[src/adcsel_pkg.sv]
// Constants, types and helpers shared by the input-select and result logic.
package adcsel_pkg;
  // Register indices; the byte address is four times the index.
  localparam logic [9:0] IDX_RES_LOW  = 10'h078;
  localparam logic [9:0] IDX_RES_HIGH = 10'h079;
  localparam logic [9:0] IDX_CTRL     = 10'h07a;
  localparam logic [9:0] IDX_SEL      = 10'h07c;
  localparam logic [9:0] IDX_MASK     = 10'h07d;
  localparam int ADDR_W = 12;
  // Field positions of the input-selection register.
  localparam int REF_HI   = 7;
  localparam int REF_LO   = 6;
  localparam int LADJ_BIT = 5;
  localparam int CHAN_HI  = 4;
  // Field positions of the control/status and mask registers.
  localparam int START_BIT = 6;
  localparam int DONE_BIT  = 4;
  localparam logic [7:0] SEL_RESET = 8'h00;
  // Reference select encodings.
  localparam logic [1:0] REF_EXT    = 2'h0;
  localparam logic [1:0] REF_SUPPLY = 2'h1;
  localparam logic [1:0] REF_INT    = 2'h3;
  // Channel codes with fixed meaning.
  localparam logic [4:0] CH_DIFF_LAST = 5'h1d;
  localparam logic [4:0] CH_BANDGAP   = 5'h1e;
  localparam logic [4:0] CH_GROUND    = 5'h1f;
  // Result code limits.
  localparam logic [9:0] SE_MAX   = 10'h3ff;
  localparam logic [9:0] DIFF_MAX = 10'h1ff;
  localparam logic [9:0] DIFF_MIN = 10'h200;
  localparam logic [1:0] RESP_OK  = 2'h0;
  localparam logic [1:0] RESP_ERR = 2'h2;

  typedef enum logic {CV_IDLE, CV_BUSY} adcsel_conv_e;

  // True for the channel codes that select a differential pair.
  function automatic logic adcsel_is_diff(input logic [4:0] ch);
    return ch[4] && (ch <= CH_DIFF_LAST);
  endfunction
endpackage

[src/adcsel_sel_if.sv]
// Interface carrying buffered and working selections between modules.
`timescale 1ns/1ps
`default_nettype none
interface adcsel_sel_if;
  logic [1:0] buf_ref;
  logic [4:0] buf_chan;
  logic       busy;
  logic       last_cycle;
  logic [2:0] pos_sel;
  logic       neg_sel;
  logic       diff;
  logic       bandgap;
  logic       ground;
  logic       mux_en;
  logic       ref_ext;
  logic       ref_supply;
  logic       ref_int;
  modport owner (input buf_ref, buf_chan, busy, last_cycle,
                 output pos_sel, neg_sel, diff, bandgap, ground, mux_en,
                 output ref_ext, ref_supply, ref_int);
  modport user (output buf_ref, buf_chan, busy, last_cycle,
                input pos_sel, neg_sel, diff, bandgap, ground, mux_en,
                input ref_ext, ref_supply, ref_int);
endinterface
`default_nettype wire

[src/adcsel_mux_buf.sv]
// Working copy of reference and channel selection with routing decode.
`timescale 1ns/1ps
`default_nettype none
module adcsel_mux_buf
  import adcsel_pkg::*;
(
  input wire logic  aclk,
  input wire logic  aresetn,
  adcsel_sel_if.owner sel
);
  logic [1:0] work_ref;
  logic [4:0] work_chan;

  // freeze working copy
  // Copies the buffer while idle and in the last core cycle only.
  always_ff @(posedge aclk) begin
    if (!aresetn) begin
      work_ref  <= SEL_RESET[REF_HI:REF_LO];
      work_chan <= SEL_RESET[CHAN_HI:0];
    end else if (!sel.busy || sel.last_cycle) begin
      work_ref  <= sel.buf_ref;
      work_chan <= sel.buf_chan;
    end
  end

  always_ff @(posedge aclk) begin
    if (!aresetn) begin
      sel.pos_sel <= 3'h0;
      sel.neg_sel <= 1'b0;
      sel.diff    <= 1'b0;
      sel.bandgap <= 1'b0;
      sel.ground  <= 1'b0;
      sel.mux_en  <= 1'b0;
    end else begin
      sel.pos_sel <= work_chan[2:0];
      sel.neg_sel <= work_chan[3];
      sel.diff    <= adcsel_is_diff(work_chan);
      sel.bandgap <= (work_chan == CH_BANDGAP);
      sel.ground  <= (work_chan == CH_GROUND);
      sel.mux_en  <= (work_chan[4:3] != 2'h1);
    end
  end

  always_ff @(posedge aclk) begin
    if (!aresetn) begin
      sel.ref_ext    <= 1'b0;
      sel.ref_supply <= 1'b0;
      sel.ref_int    <= 1'b0;
    end else begin
      sel.ref_ext    <= (work_ref == REF_EXT);
      sel.ref_supply <= (work_ref == REF_SUPPLY);
      sel.ref_int    <= (work_ref == REF_INT);
    end
  end
endmodule
`default_nettype wire

[src/adcsel_top.sv]
// Input selection, result formatting and AXI4-Lite registers of the converter.
`timescale 1ns/1ps
`default_nettype none
module adcsel_top
  import adcsel_pkg::*;
(
  input  wire logic               aclk,
  input  wire logic               aresetn,
  input  wire logic [ADDR_W-1:0]  s_axi_awaddr,
  input  wire logic               s_axi_awvalid,
  output logic                    s_axi_awready,
  input  wire logic [31:0]        s_axi_wdata,
  input  wire logic [3:0]         s_axi_wstrb,
  input  wire logic               s_axi_wvalid,
  output logic                    s_axi_wready,
  output logic [1:0]              s_axi_bresp,
  output logic                    s_axi_bvalid,
  input  wire logic               s_axi_bready,
  input  wire logic [ADDR_W-1:0]  s_axi_araddr,
  input  wire logic               s_axi_arvalid,
  output logic                    s_axi_arready,
  output logic [31:0]             s_axi_rdata,
  output logic [1:0]              s_axi_rresp,
  output logic                    s_axi_rvalid,
  input  wire logic               s_axi_rready,
  output logic                    irq,
  output logic                    conv_start,
  input  wire logic               core_last_cycle,
  input  wire logic               core_done,
  input  wire logic signed [11:0] core_value,
  output logic [2:0]              mux_pos_sel,
  output logic                    mux_neg_sel,
  output logic                    mux_diff,
  output logic                    mux_bandgap,
  output logic                    mux_ground,
  output logic                    mux_enable,
  output logic                    ref_ext_en,
  output logic                    ref_supply_en,
  output logic                    ref_int_en
);
  adcsel_sel_if sel_if ();

  logic [7:0]        sel_reg;
  logic [9:0]        res_q;
  logic              res_lock;
  logic              done_flag;
  logic              done_mask;
  logic              conv_diff;
  adcsel_conv_e      conv_state;
  logic              aw_got;
  logic              w_got;
  logic [9:0]        aw_idx;
  logic [7:0]        wbyte;
  logic              wlane0;
  logic              aw_hs;
  logic              w_hs;
  logic              b_hs;
  logic              ar_hs;
  logic              r_hs;
  logic              do_write;
  logic              wr_sel;
  logic              wr_ctrl;
  logic              wr_mask;
  logic              rd_low;
  logic              rd_high;
  logic [9:0]        ar_idx;
  logic [9:0]        sat_code;
  logic              start_req;
  logic              wr_hit;

  // Result clamped into the code range of the conversion kind.
  function automatic logic [9:0] clamp_code(input logic signed [11:0] v,
                                            input logic diff);
    logic [9:0] c;
    c = v[9:0];
    if (diff) begin
      if (v > $signed({2'h0, DIFF_MAX}))
        c = DIFF_MAX;
      else if (v < -$signed({2'h0, DIFF_MIN}))
        c = DIFF_MIN;
    end else begin
      if (v < 12'sd0)
        c = 10'h000;
      else if (v > $signed({2'h0, SE_MAX}))
        c = SE_MAX;
    end
    return c;
  endfunction

  // byte placement
  // Result split into high and low byte by the adjustment bit.
  function automatic logic [15:0] present(input logic [9:0] r,
                                          input logic ladj);
    return ladj ? {r, 6'h00} : {6'h00, r};
  endfunction

  // Decodes a register index into its read value.
  function automatic logic [7:0] read_mux(input logic [9:0] idx,
                                          input logic [7:0] selv,
                                          input logic [9:0] r,
                                          input logic busy,
                                          input logic dflag,
                                          input logic dmask);
    logic [15:0] p;
    logic [7:0]  v;
    p = present(r, selv[LADJ_BIT]);
    v = 8'h00;
    case (idx)
      IDX_SEL:      v = selv;
      IDX_RES_LOW:  v = p[7:0];
      IDX_RES_HIGH: v = p[15:8];
      IDX_CTRL:     v = 8'(({7'h00, busy} << START_BIT) |
                           ({7'h00, dflag} << DONE_BIT));
      IDX_MASK:     v = 8'({7'h00, dmask} << DONE_BIT);
      default:      v = 8'h00;
    endcase
    return v;
  endfunction

  function automatic logic mapped(input logic [9:0] idx);
    return idx == IDX_SEL || idx == IDX_RES_LOW || idx == IDX_RES_HIGH ||
           idx == IDX_CTRL || idx == IDX_MASK;
  endfunction

  // Handshakes and decoded register writes.
  assign aw_hs    = s_axi_awvalid && s_axi_awready;
  assign w_hs     = s_axi_wvalid && s_axi_wready;
  assign b_hs     = s_axi_bvalid && s_axi_bready;
  assign ar_hs    = s_axi_arvalid && s_axi_arready;
  assign r_hs     = s_axi_rvalid && s_axi_rready;
  assign do_write = aw_got && w_got && !s_axi_bvalid;
  assign wr_hit   = do_write && wlane0;
  assign wr_sel   = wr_hit && (aw_idx == IDX_SEL);
  assign wr_ctrl  = wr_hit && (aw_idx == IDX_CTRL);
  assign wr_mask  = wr_hit && (aw_idx == IDX_MASK);
  assign ar_idx   = s_axi_araddr[ADDR_W-1:2];
  assign rd_low   = ar_hs && (ar_idx == IDX_RES_LOW);
  assign rd_high  = ar_hs && (ar_idx == IDX_RES_HIGH);
  assign sat_code = clamp_code(core_value, conv_diff);
  assign start_req = wr_ctrl && wbyte[START_BIT] &&
                     (conv_state == CV_IDLE);

  // Write address and data are taken in either order and held.
  always_ff @(posedge aclk) begin
    if (!aresetn) begin
      aw_got <= 1'b0;
      w_got  <= 1'b0;
      aw_idx <= 10'h000;
      wbyte  <= 8'h00;
      wlane0 <= 1'b0;
    end else begin
      if (aw_hs) begin
        aw_got <= 1'b1;
        aw_idx <= s_axi_awaddr[ADDR_W-1:2];
      end else if (do_write) begin
        aw_got <= 1'b0;
      end
      if (w_hs) begin
        w_got  <= 1'b1;
        wbyte  <= s_axi_wdata[7:0];
        wlane0 <= s_axi_wstrb[0];
      end else if (do_write) begin
        w_got <= 1'b0;
      end
    end
  end

  // Ready flags and the write response.
  always_ff @(posedge aclk) begin
    if (!aresetn) begin
      s_axi_awready <= 1'b0;
      s_axi_wready  <= 1'b0;
      s_axi_bvalid  <= 1'b0;
      s_axi_bresp   <= RESP_OK;
    end else begin
      s_axi_awready <= !aw_got && !aw_hs && !s_axi_bvalid && !do_write;
      s_axi_wready  <= !w_got && !w_hs && !s_axi_bvalid && !do_write;
      if (do_write) begin
        s_axi_bvalid <= 1'b1;
        s_axi_bresp  <= mapped(aw_idx) ? RESP_OK : RESP_ERR;
      end else if (b_hs) begin
        s_axi_bvalid <= 1'b0;
      end
    end
  end

  // Read channel; the read value is captured when the address is taken.
  always_ff @(posedge aclk) begin
    if (!aresetn) begin
      s_axi_arready <= 1'b0;
      s_axi_rvalid  <= 1'b0;
      s_axi_rdata   <= 32'h0000_0000;
      s_axi_rresp   <= RESP_OK;
    end else begin
      s_axi_arready <= !s_axi_rvalid && !ar_hs;
      if (ar_hs) begin
        s_axi_rvalid <= 1'b1;
        s_axi_rdata  <= {24'h000000, read_mux(ar_idx, sel_reg, res_q,
                         conv_state == CV_BUSY, done_flag, done_mask)};
        s_axi_rresp  <= mapped(ar_idx) ? RESP_OK : RESP_ERR;
      end else if (r_hs) begin
        s_axi_rvalid <= 1'b0;
      end
    end
  end

  always_ff @(posedge aclk) begin
    if (!aresetn)
      sel_reg <= SEL_RESET;
    else if (wr_sel)
      sel_reg <= wbyte;
  end

  // Conversion sequencing; start is ignored while a conversion runs.
  always_ff @(posedge aclk) begin
    if (!aresetn) begin
      conv_state <= CV_IDLE;
      conv_start <= 1'b0;
      conv_diff  <= 1'b0;
    end else begin
      conv_start <= start_req;
      case (conv_state)
        CV_IDLE: begin
          if (start_req) begin
            conv_state <= CV_BUSY;
            conv_diff  <= adcsel_is_diff(sel_reg[CHAN_HI:0]);
          end
        end
        CV_BUSY: begin
          if (core_done)
            conv_state <= CV_IDLE;
        end
        default: conv_state <= CV_IDLE;
      endcase
    end
  end

  always_ff @(posedge aclk) begin
    if (!aresetn)
      res_lock <= 1'b0;
    else if (rd_high)
      res_lock <= 1'b0;
    else if (rd_low)
      res_lock <= 1'b1;
  end

  always_ff @(posedge aclk) begin
    if (!aresetn)
      res_q <= 10'h000;
    else if (core_done && !res_lock)
      res_q <= sat_code;
  end

  // done flag sets
  // A completion in the clearing cycle wins over the write of one.
  always_ff @(posedge aclk) begin
    if (!aresetn)
      done_flag <= 1'b0;
    else if (core_done)
      done_flag <= 1'b1;
    else if (wr_ctrl && wbyte[DONE_BIT])
      done_flag <= 1'b0;
  end

  // Interrupt mask and the level interrupt output.
  always_ff @(posedge aclk) begin
    if (!aresetn) begin
      done_mask <= 1'b0;
      irq       <= 1'b0;
    end else begin
      if (wr_mask)
        done_mask <= wbyte[DONE_BIT];
      irq <= done_flag && done_mask;
    end
  end

  // Buffered selection goes to the working copy.
  assign sel_if.buf_ref    = sel_reg[REF_HI:REF_LO];
  assign sel_if.buf_chan   = sel_reg[CHAN_HI:0];
  assign sel_if.busy       = (conv_state == CV_BUSY);
  assign sel_if.last_cycle = core_last_cycle;
  assign mux_pos_sel       = sel_if.pos_sel;
  assign mux_neg_sel       = sel_if.neg_sel;
  assign mux_diff          = sel_if.diff;
  assign mux_bandgap       = sel_if.bandgap;
  assign mux_ground        = sel_if.ground;
  assign mux_enable        = sel_if.mux_en;
  assign ref_ext_en        = sel_if.ref_ext;
  assign ref_supply_en     = sel_if.ref_supply;
  assign ref_int_en        = sel_if.ref_int;

  adcsel_mux_buf i_adcsel_mux_buf (
    .aclk    (aclk),
    .aresetn (aresetn),
    .sel     (sel_if)
  );
endmodule
`default_nettype wire

[config.mk]
export PLATFORM = sky130hd
export DESIGN_NAME = adcsel_top
export DESIGN_NICKNAME = d
export VERILOG_FILES = /design/src/adcsel_pkg.sv /design/src/adcsel_sel_if.sv /design/src/adcsel_mux_buf.sv /design/src/adcsel_top.sv
export SDC_FILE = /design/constraint.sdc
export NUM_CORES = 1
export LEC_CHECK = 0
export ABC_CLOCK_PERIOD_IN_PS = 2100
export BUFFER_PORTS_ARGS = -buffer_cell sky130_fd_sc_hd__buf_2
export CORE_MARGIN = 1.5
export CORE_UTILIZATION = 49
export CTS_BUF_LIST = sky130_fd_sc_hd__clkbuf_4 sky130_fd_sc_hd__clkbuf_8 sky130_fd_sc_hd__clkbuf_16
export CTS_CLUSTER_SIZE = 14
export DETAILED_ROUTE_END_ITERATION = 10
export GPL_ROUTABILITY_DRIVEN = 0
export PLACE_DENSITY = 0.9
export SLEW_MARGIN = 20
export SYNTH_ARGS = -nofsm -noshare
export SYNTH_HDL_FRONTEND = slang
export SYNTH_SLANG_ARGS = --single-unit
[constraint.sdc]
create_clock -name aclk -period 2.1 [get_ports aclk]
set_input_delay 0.105 -clock aclk [delete_from_list [all_inputs] [get_ports aclk]]
set_output_delay 0.105 -clock aclk [all_outputs]
set_load 0.02 [all_outputs]
### Word-level counts from Yosys, hierarchy flattened

Index checks and enable logic that the tools add are counted.

* reductions and logical operators: 54
* bitwise gates (word level): 3
* multiplexer cells: 21
* equal/unequal tests: 15
* magnitude comparators: 6

Operators by type and width (number)
* $eq 10x7->1 const B: 10
* $mux 10: 5
* $pmux 8 s5: 1
* $logic_and 1x1->1: 27
* $mux 16: 1
* $gt 12x10->1 const B: 1
* $gt 12x11->1 const B: 1
* $lt 12x1->1 const B: 1
* $lt 12x10->1 const B: 1
* $mux 1: 11
* $eq 5x5->1 const B: 2
* $le 5x5->1 const B: 2
* $logic_not 1->1: 10
* $reduce_bool 2->1: 5
* $logic_or 1x1->1: 9
* $or 7x5->7: 1
* $mux 2: 2
* $eq 2x1->1 const B: 1
* $eq 2x2->1 const B: 1
* $logic_not 2->1: 1
* $ne 2x1->1 const B: 1
* $not 1->1: 2
* $pmux 1 s2: 1
* $reduce_and 2->1: 1
* $reduce_or 2->1: 1

* output and inout port bits: 54
* word-level logic and storage cells: 132
* register bits after elaboration: 81
* bits of input ports: 81

### Logic depth before layout (Yosys ltp)

Gate-level depths: netlist of the first run.

* word-level depth: 8
* depth in mapped cells: 6
* depth with buffers taken out: 4

### Modules after synthesis

Synthesis of the first run repeated with hierarchy kept, for this count alone.

* cells, all modules: 427
* area total of the unflattened synthesis: 3557.2 µm²

Modules (own cells, without submodules)
* adcsel_top: sequential area each 1221.2 µm², area an instance 2934.1 µm², cells each 370, instances 1
* adcsel_mux_buf: sequential area each 360.3 µm², area an instance 623.1 µm², cells each 57, instances 1

### Least setup slack after synthesis of the first run

Ideal clock, no wire load.

* path type: reg-to-reg
* from: register aw_idx[7]
* to: register sel_reg[0]
* path slack: 0.574 ns
* path buffers: 0
* data arrival time: 1.454 ns
* clock period less this slack: 1.526 ns
* setup time: 0.072 ns
* cell stages (with the launch flop): 5
* data required time: 2.028 ns
* cells stage by stage: dfxtp_1 -> nor4b_2 -> nand4_2 -> nor3_4 -> mux2i_1

* word-level cells in the longest chain between the ends: 2

Ends and longest elaborated chain
* start: declaration: RTL line adcsel_top.sv:52 `logic [9:0] aw_idx;`
* start signal: assignment: RTL line adcsel_top.sv:154 `aw_idx <= s_axi_awaddr[ADDR_W-1:2];`
* $eq 10x7->1: RTL line adcsel_top.sv:133 `assign wr_sel = wr_hit && (aw_idx == IDX_SEL);`
* $logic_and 1x1->1: RTL line adcsel_top.sv:133
* end signal: assignment: RTL line adcsel_top.sv:211 `sel_reg <= wbyte;`
* end: declaration: RTL line adcsel_top.sv:43 `logic [7:0] sel_reg;`

No other way between the ends.
A chain may end at the register's enable or synchronous reset.

### Worst setup path in the final report of the first run

* from: register aw_idx[7]
* to: register sel_reg[6]

The elaborated chain is that of the path after synthesis.

==> results.ini, run 1 <==
[outcome]
status=completed

[sta]
min_period_ns=1.74
post-route-period-util_pct=82.7
finalSetupTns_ns=0
hold_viol=0
finalMaxSlewViolations=0
setup_violations=0
hold_slack_ns=0.0163
worst_pin_slew_ns=0.729
rsz0062_at_grt=no
timing.slew.headroom_pct=51.4
fin_worst_skew_ns=0.00912
fmax_mhz=576

[logic_synthesis]
synth-seq-cells=79
synth_edf_count=0
netlist_area_um2=3550
synth_cell_type_count=43
ys_seq_area_share_pct=44.5
syn_inst=404
synthArstFlopShare_pct=0
post_synth.cell_area_avg_um2=8.79
yosysWarnings=0
synth_top_flop_cell=dfxtp_1

[floorplanning]
std_cell_rows=30
fp.dieW_um=88.1
fp.dieArea_um2=7770
die_h_um=88.1
start_util_pct=51.4
coreArea_um2=6910
io_pins=135

[layout]
fin_nets=553
layout_common_cells=81 x nand2_1, 79 x dfxtp_1, 77 x buf_2
antennaDiodeCount=0
area_delta_synth_final_pct=16.2
layout_commonest_cell=nand2_1
largestRegisters=aw_idx (10), res_q (10)
fill_cells=648
drive_above_1_share_pct=20.8
fin_util_pct=59.8

[grt]
grt_max_degree=57
antenna_found_initial=0
grt_pass1_vias=2737
track_usage_pct=19.1
globalRoute.totalOverflow=0
grt_pass1_wl_um=11800

[clock_tree]
clk_root_buffer_cell=clkbuf_8
cts_resized=0
worstSkewPairLatency_ns=0.34
cts.sinks=79
ctsHoldBuffers=3
clk_pin_slew_ns=0.08
cts-buffers-inserted=9
cts_tree=yes
cts.path.max_buffers=2
post-cts-setup-buffers=0
htreeDepth=3

[worst_setup_path]
crit_required_ns=2.36
path_cells=nor4b_2 > nand4_2 > nor3_4 > mux2i_1
critPathMaxFanout=8
timing.rr.end=sel_reg[6]
rrSetupSlack_ns=0.36
crit_arrival_ns=2.00
slowest_stage=nor3_4
end_kind=flip-flop
reg2reg_depth=4
critPathKind=flip-flop to flip-flop
critPathLaunchType=flip-flop
r2r-start=aw_idx[7]
cp_slowest_stage_delay_ns=0.53

[route]
drt-vias-per-instance=5.13
drc=0
num_vias=2937
drtAntennaViolNets=0
dr.pass1.iters=4
wl_um=7280
drtIter0Drc=178
wire_per_inst_um=12.7

[hold_path]
hp-class=input pin to flip-flop
holdPathEnd=aw_idx[0]
min_path_cells=3
min_from=s_axi_awaddr[2]

[pwr]
combPwrFrac_pct=9.9
p_int_uw=2240
swShare_pct=25.4
clkPwrFrac_pct=37.7
seq_power_share_pct=52.3
p_leak_uw=0.00168
vdd_drop_max_uv=468
power.switching_uw=762
cellPowerDensity_nw_per_um2=728

[placed_design]
io_buffer_count=77
dp_hpwl_um=5260

[run]
drv_cap=0

## per-stage QoR
stage / instances / area (um^2) / power (uW) / setup slack (ns)
2_1_floorplan: 429 / 3650 / 1840 / 0.574
3_3_place_gp: 554 / 3890 / 1880 / 0.433
3_5_place_dp: 554 / 3890 / 1900 / 0.377
4_1_cts: 573 / 4130 / 3030 / 0.344
5_1_grt: 573 / 4130 / 3140 / 0.249
6_report: 573 / 4130 / 3000 / 0.364
## how the worst max path moves through the flow
stage | start | endpoint | cells past startpoint
after detailed placement | aw_idx[7] | sel_reg[0] | 4
after CTS | aw_idx[7] | sel_reg[3] | 4
after global placement | aw_idx[7] | sel_reg[2] | 4
after floorplan | aw_idx[7] | sel_reg[0] | 4
after global routing | aw_idx[7] | sel_reg[6] | 4
final | aw_idx[7] | sel_reg[6] | 4
## cell usage after synthesis (4+ instances only)
cell type	count	area (um^2)
clkbuf_1	24	90.1
a21oi_1	11	55.1
nand2b_1	6	37.5
inv_1	5	18.8
a31oi_1	4	25.0
a22o_1	7	61.3
nor2b_1	24	150
a21boi_0	22	165
nand2_1	81	304
o21bai_1	9	67.6
buf_4	26	195
a221oi_1	9	78.8
dfxtp_1	79	1580
o21ai_0	12	60.1
nor2_1	9	33.8
and2_1	8	50.1
mux2i_1	21	210
nor3b_1	4	30.0
## layer usage
metal | share of wire [%] | vias to the layer above | track usage, % | wire, um
li1 | - | 1483 | - | -
met1 | 44 | 1336 | 22.3 | 3190
met2 | 49 | 103 | 32.9 | 3540
met3 | 6.0 | 15 | 4.34 | 437
met4 | 1.6 | 0 | 9.66 | 114
met5 | 0 | - | 0 | 0
## layout make-up
cell class	instances	area, um^2	share of cell area, %
clock buffers	10	138	3.33
clock inverters	6	66.3	1.61
inverters	5	18.8	0.455
multi-input cells	295	1760	42.6
flip-flops and latches	79	1580	38.3
well taps	96	120	2.91
repair buffers	82	443	10.7
## cells by family (layout without fill, tap and decap cells)
group / Yosys count / in the layout / share of synthesized area [%]
AOI/OAI and AO/OA: 91 / 91 / 18.3
buffers and inverters: 55 / 103 / 8.56
DFF: 79 / 79 / 44.5
muxes: 21 / 21 / 5.92
other: 1 / 26 / 0.106
and+or+nand+nor: 157 / 157 / 22.6
## power by group through the flow
stage / logic (uW) / clock network, uW / registers [uW]
floorplan: 224 / 0 / 1620
global placement: 281 / 0 / 1600
detailed placement: 292 / 0 / 1610
CTS: 297 / 1160 / 1570
global route: 333 / 1230 / 1580
finish: 298 / 1130 / 1570
## critical path: cells and delay by family (launching register included)
family | cells | cell delay [ns]
DFF | 1 | 0.33
muxes | 1 | 0.24
and+or+nand+nor | 3 | 1.09
Power figures use the tool's default switching activity.
==> inputs of run 2 (changes only) <==
--- a/config.mk
+++ b/config.mk
@@ -5,15 +5,15 @@
 export SDC_FILE = /design/constraint.sdc
 export NUM_CORES = 1
 export LEC_CHECK = 0
-export ABC_CLOCK_PERIOD_IN_PS = 2100
+export ABC_CLOCK_PERIOD_IN_PS = 1550
 export BUFFER_PORTS_ARGS = -buffer_cell sky130_fd_sc_hd__buf_2
 export CORE_MARGIN = 1.5
-export CORE_UTILIZATION = 49
+export CORE_UTILIZATION = 44
 export CTS_BUF_LIST = sky130_fd_sc_hd__clkbuf_4 sky130_fd_sc_hd__clkbuf_8 sky130_fd_sc_hd__clkbuf_16
 export CTS_CLUSTER_SIZE = 14
 export DETAILED_ROUTE_END_ITERATION = 10
 export GPL_ROUTABILITY_DRIVEN = 0
-export PLACE_DENSITY = 0.9
+export PLACE_DENSITY = 0.86
 export SLEW_MARGIN = 20
 export SYNTH_ARGS = -nofsm -noshare
 export SYNTH_HDL_FRONTEND = slang
==> constraint.sdc (replaced) <==
create_clock -name aclk -period 1.55 [get_ports aclk]
set_input_delay 0.0775 -clock aclk [delete_from_list [all_inputs] [get_ports aclk]]
set_output_delay 0.0775 -clock aclk [all_outputs]
set_load 0.02 [all_outputs]
==> run 2 against run 1 <==
Setup slack got worse by 0.32 ns. Via count increased by 2.6%. Critical path depth unchanged. Combinational power increased by 47%. Critical path type unchanged. Highest routed layer unchanged.
==> results.ini, run 2 (synthesized netlist as in run 1, its figures left out) <==
[outcome]
status=completed

[layout]
regArea_um2=1580  ; about the same
largestRegisters=aw_idx (10), res_q (10)
stdcell_count=599  ; +4.5%
antennaDiodeCount=0  ; unchanged
fill_cells=695  ; +7.3%
area_delta_synth_final_pct=22.2
fin_nets=574  ; +3.8%
layout_commonest_cell=nand2_1
layout_common_cells=81 x nand2_1, 78 x dfxtp_1, 77 x buf_2
fin_area_um2=4340  ; +5.2%
multi_input_area_um2=1790  ; +1.7%
drive_above_1_share_pct=21.5  ; +0.77 points

[run]
drv_cap=0  ; unchanged

[worst_setup_path]
rrSetupSlack_ns=0.04  ; -0.32 ns
critPathMaxFanout=7  ; -1
timing.rr.end=done_mask
reg2reg_depth=4  ; unchanged
critPathKind=flip-flop to flip-flop
crit_required_ns=1.76  ; -0.60 ns
r2r-start=aw_idx[9]
crit_arrival_ns=1.72  ; -0.28 ns
end_kind=flip-flop
critPathLaunchType=flip-flop

[route]
wl_um=7660  ; +5.2%
drtAntennaViolNets=0  ; unchanged
drt-vias-per-instance=5.03  ; -1.9%
drc=0  ; unchanged
num_vias=3013  ; +2.6%
drtIter0Drc=145  ; -19%
wire_per_inst_um=12.8  ; +0.68%
dr.pass1.iters=4  ; unchanged

[clock_tree]
clk_pin_slew_ns=0.08  ; about the same
htreeDepth=3  ; unchanged
cts-buffers-inserted=9  ; unchanged
cts_tree=yes
post-cts-setup-buffers=0  ; unchanged
cts.sinks=79  ; unchanged
worstSkewPairLatency_ns=0.35  ; about the same
cts.path.max_buffers=2  ; unchanged
clk_root_buffer_cell=clkbuf_8

[floorplanning]
fp.dieW_um=92.9  ; +5.3%
fp.dieArea_um2=8620  ; +11%
start_util_pct=45.7  ; -5.7 points
die_h_um=92.9  ; +5.3%
std_cell_rows=32  ; +6.7%
coreArea_um2=7770  ; +12%
io_pins=135  ; unchanged

[pwr]
vdd_drop_max_uv=497  ; +6.0%
p_leak_uw=0.00176  ; +4.8%
cellPowerDensity_nw_per_um2=899  ; +24%

[sta]
hold_viol=0  ; unchanged
rsz0062_at_grt=yes
post-route-period-util_pct=97.5  ; +15 points
setup_violations=0  ; unchanged
finalMaxSlewViolations=0  ; unchanged
hold_slack_ns=0.0164  ; +0.0000563 ns
min_period_ns=1.51  ; -0.226 ns
fmax_mhz=662  ; +15%
setup_ws_ns=0.0394  ; -0.324 ns
fin_worst_skew_ns=0.0140  ; +0.00490 ns

[grt]
antenna_found_initial=0  ; unchanged
grt_pass1_wl_um=12900  ; +9.6%
grt_max_degree=76  ; +33%
track_usage_pct=18.5  ; -0.58 points
globalRoute.totalOverflow=0  ; unchanged
grt_pass1_vias=2848  ; +4.1%

[placed_design]
io_buffer_count=77  ; unchanged
dpl.cell_count=566  ; +2.2%
placed_area_um2=3960  ; +1.7%
dp_hpwl_um=5360  ; +2.0%
dpl_worst_slack_ns=-0.0613  ; -0.438 ns

[hold_path]
holdPathEnd=wbyte[3]
min_from=s_axi_wdata[3]
min_path_cells=3  ; unchanged
hp-class=input pin to flip-flop

-- run 2: changes by cell type in the layout (fill, tap and decap cells not counted), moves of 2 or more --
cell,before,now
buf_4,1,6
clkinvlp_4,0,2
dlygate4sd3_1,3,18
nor4_1,2,0
nor4_2,0,2
o311ai_0,2,0
o311ai_1,0,2
-- run 2: cell type report --
class / instances / area share (%)
Clock inverter: 5 / 0.778
Multi-Input combinational cell: 295 / 41.2
Sequential cell: 79 / 36.5
Inverter: 5 / 0.432
Clock buffer: 10 / 3.17
Tap cell: 102 / 2.94
Timing Repair Buffer: 103 / 15.0
-- run 2: power breakdown --
group	total (uW)	internal, uW	switching [uW]
clock network	1330	616	715
logic	439	180	259
registers	2140	2090	46.3
-- run 2: what timing repair did --
| action | in CTS | in global routing |
|---|---|---|
| pin swaps | 4 | 1 |
| endpoints found under the hold margin | 18 | 0 |
| hold buffers | 18 | 0 |
| endpoints found under the setup margin | 11 | 13 |
| gates resized for setup | 4 | 3 |
-- run 2: metal layers --
metal / vias up / share of wire, % / track usage, %
met2: 92 / 48 / 31.6
met4: 0 / 1.4 / 7.70
met1: 1385 / 45 / 22.9
met5: - / 0 / 0
li1: 1523 / - / -
met3: 13 / 4.9 / 3.37
-- run 2: critical path, stage by stage, from the launching register on --
cell and delay, ns:
dfxtp_2 0.34, nor4b_4 0.33, nand4_4 0.22, o311ai_1 0.35, o41ai_1 0.14
-- run 2: per-stage QoR --
step / setup TNS (ns) / total power [uW] / utilization [%]
2_1_floorplan: 0 / 2490 / -
6_report: 0 / 3900 / 55.9
3_5_place_dp: -0.314 / 2570 / 51.0
4_1_cts: 0 / 3930 / 55.7
3_3_place_gp: 0 / 2560 / 51.0
5_1_grt: -0.626 / 4070 / 55.9
-- run 2: worst max-delay path by stage --
stage / start / end / depth (start not counted)
2_1_floorplan: aw_idx[7] / sel_reg[0] / 4
3_3_place_gp: aw_idx[7] / conv_diff / 4
3_5_place_dp: aw_idx[7] / conv_diff / 4
4_1_cts: aw_idx[9] / sel_reg[1] / 5
5_1_grt: aw_idx[9] / sel_reg[6] / 5
6_report: aw_idx[9] / done_mask / 4
==> inputs of run 3 (changes only) <==
--- a/config.mk
+++ b/config.mk
@@ -5,15 +5,17 @@
 export SDC_FILE = /design/constraint.sdc
 export NUM_CORES = 1
 export LEC_CHECK = 0
-export ABC_CLOCK_PERIOD_IN_PS = 1550
+export ABC_CLOCK_PERIOD_IN_PS = 1900
 export BUFFER_PORTS_ARGS = -buffer_cell sky130_fd_sc_hd__buf_2
+export CORE_ASPECT_RATIO = 1.4
 export CORE_MARGIN = 1.5
-export CORE_UTILIZATION = 44
+export CORE_UTILIZATION = 53
 export CTS_BUF_LIST = sky130_fd_sc_hd__clkbuf_4 sky130_fd_sc_hd__clkbuf_8 sky130_fd_sc_hd__clkbuf_16
 export CTS_CLUSTER_SIZE = 14
 export DETAILED_ROUTE_END_ITERATION = 10
 export GPL_ROUTABILITY_DRIVEN = 0
-export PLACE_DENSITY = 0.86
+export HOLD_SLACK_MARGIN = 0.06
+export PLACE_DENSITY = 0.95
 export SLEW_MARGIN = 20
 export SYNTH_ARGS = -nofsm -noshare
 export SYNTH_HDL_FRONTEND = slang
==> constraint.sdc (replaced) <==
create_clock -name aclk -period 1.9 [get_ports aclk]
set_input_delay 0.095 -clock aclk [delete_from_list [all_inputs] [get_ports aclk]]
set_output_delay 0.095 -clock aclk [all_outputs]
set_load 0.02 [all_outputs]
==> run 3 against run 2 <==
Critical endpoint unchanged. Setup slack improved by 0.034 ns. Via count increased by 2.8%. Critical path type unchanged. Register-to-register slack improved by 0.03 ns. Sequential power decreased by 19%. Non-clock buffer count increased by 2. Critical path depth unchanged.
==> results.ini, run 3 (synthesized netlist as in run 1, its figures left out) <==
[worst_setup_path]
critPathLaunchType=flip-flop
crit_arrival_ns=2.05  ; +0.33 ns
critPathMaxFanout=7  ; unchanged
crit_required_ns=2.12  ; +0.36 ns
critPathKind=flip-flop to flip-flop
r2r-start=aw_idx[8]
startpoint=aw_idx[8]
end_kind=flip-flop

[route]
wl_um=8100  ; +5.7%
wire_per_inst_um=14.1  ; +11%
drtIter0Drc=133  ; -8.3%
dr.pass1.iters=4  ; unchanged
drtAntennaViolNets=0  ; unchanged
drt-vias-per-instance=5.40  ; +7.5%
num_vias=3097  ; +2.8%
drc=0  ; unchanged

[clock_tree]
cts.sinks=79  ; unchanged
cts-buffers-inserted=9  ; unchanged
clk_root_buffer_cell=clkbuf_8
htreeDepth=3  ; unchanged
cts_resized=0  ; -4
cts.path.max_buffers=2  ; unchanged
cts_tree=yes
worstSkewPairLatency_ns=0.36  ; about the same
clk_pin_slew_ns=0.08  ; about the same

[floorplanning]
die_h_um=99.9  ; +7.6%
fp.dieArea_um2=7210  ; -16%
std_cell_rows=35  ; +9.4%
io_pins=135  ; unchanged
coreArea_um2=6530  ; -16%
fp.dieW_um=72.2  ; -22%
start_util_pct=54.4  ; +8.7 points

[sta]
fin_worst_skew_ns=0.0123  ; -0.00169 ns
setup_ws_ns=0.0739  ; +0.0344 ns
finalMaxSlewViolations=0  ; unchanged
timing.slew.headroom_pct=49.9
finalSetupTns_ns=0  ; unchanged
post-route-period-util_pct=96.1  ; -1.3 points
min_period_ns=1.83  ; +0.316 ns
hold_viol=0  ; unchanged
fmax_mhz=548  ; -17%
hold_slack_ns=0.174  ; +0.157 ns
setup_violations=0  ; unchanged
worst_pin_slew_ns=0.751

[outcome]
status=completed

[placed_design]
io_buffer_count=77  ; unchanged
dp_hpwl_um=5370  ; about the same
dpl_worst_slack_ns=0.158  ; +0.219 ns

[pwr]
cellPowerDensity_nw_per_um2=746  ; -17%
p_leak_uw=0.00176  ; +0.13%
vdd_drop_max_uv=507  ; +2.0%
clkPwrFrac_pct=34.2  ; about the same
seq_power_share_pct=54.3  ; -0.4 points
combPwrFrac_pct=11.5  ; +0.3 points
p_int_uw=2370  ; -18%
power.switching_uw=840  ; -18%
swShare_pct=26.2  ; +0.072 points

[hold_path]
hp-class=input pin to flip-flop
min_from=core_value[6]

[layout]
fin_nets=576  ; +0.35%
antennaDiodeCount=0  ; unchanged
fill_cells=487  ; -30%
drive_above_1_share_pct=20.2  ; -1.3 points
largestRegisters=aw_idx (10), res_q (10)
area_delta_synth_final_pct=21.0
layout_common_cells=81 x nand2_1, 79 x dfxtp_1, 77 x buf_2
layout_commonest_cell=nand2_1

[grt]
grt_max_degree=35  ; -54%
grt_pass1_wl_um=12800  ; -0.43%
antenna_found_initial=0  ; unchanged
track_usage_pct=22.9  ; +4.4 points
globalRoute.totalOverflow=0  ; unchanged
grt_pass1_vias=2850  ; +0.070%

[run]
drv_cap=0  ; unchanged

## run 3: changes by cell type in the layout (fill, tap and decap cells not counted), moves of 2 or more
cell	before	now
o311ai_1	2	0
buf_4	6	3
dlygate4sd3_1	18	23
nor4_1	0	2
nor4_2	2	0
o311ai_0	0	2
## run 3: metrics by stage
| stage | std cells | power (uW) | util (%) | area (um^2) |
|---|---|---|---|---|
| 6_report | 573 | 3210 | 65.9 | 4300 |
| 5_1_grt | 573 | 3330 | 65.9 | 4300 |
| 4_1_cts | 572 | 3200 | 65.6 | 4280 |
| 3_5_place_dp | 534 | 2100 | 59.5 | 3880 |
| 3_3_place_gp | 534 | 2080 | 59.5 | 3880 |
| 2_1_floorplan | 429 | 2030 | - | 3650 |
## run 3: worst max-delay path, cell delays in order (launching register included)
cell	delay, ns
dfxtp_1	0.35
nor4b_2	0.39
nand4_2	0.28
o311ai_0	0.52
o41ai_1	0.15
## run 3: path summary, 6_finish.rpt
path / to / slack, ns / cells past startpoint
min reg2reg: s_axi_arready / 0.46 / 1
max reg2reg: done_mask / 0.07 / 4
min: res_q[6] / 0.17 / 5
max: done_mask / 0.07 / 4
## run 3: layer usage
layer / share of wire [%] / GRT usage [%] / vias up
met3: 4.5 / 4.32 / 27
li1: - / - / 1528
met1: 41 / 25.1 / 1428
met5: 0 / 0 / -
met2: 51 / 40.0 / 114
met4: 3.8 / 14.5 / 0
## run 3: repair_timing
action	in CTS	in global routing
endpoints found under the setup margin	0	10
setup buffers	0	1
hold buffers	23	0
hold endpoints to repair	24	0
## run 3: cell type report
class / count / area [um^2] / share of cell area (%)
multi-input cells: 295 / 1760 / 40.9
flip-flops and latches: 79 / 1580 / 36.8
repair buffers: 105 / 678 / 15.8
clock buffers: 11 / 145 / 3.38
well taps: 74 / 92.6 / 2.15
clock inverters: 4 / 22.5 / 0.524
inverters: 5 / 18.8 / 0.437
## run 3: power by group through the flow
stage	logic [uW]	clock network [uW]	registers, uW
after floorplan	248	0	1790
after global placement	311	0	1770
after detailed placement	322	0	1780
after CTS	359	1100	1740
after global routing	405	1180	1750
final	368	1100	1740
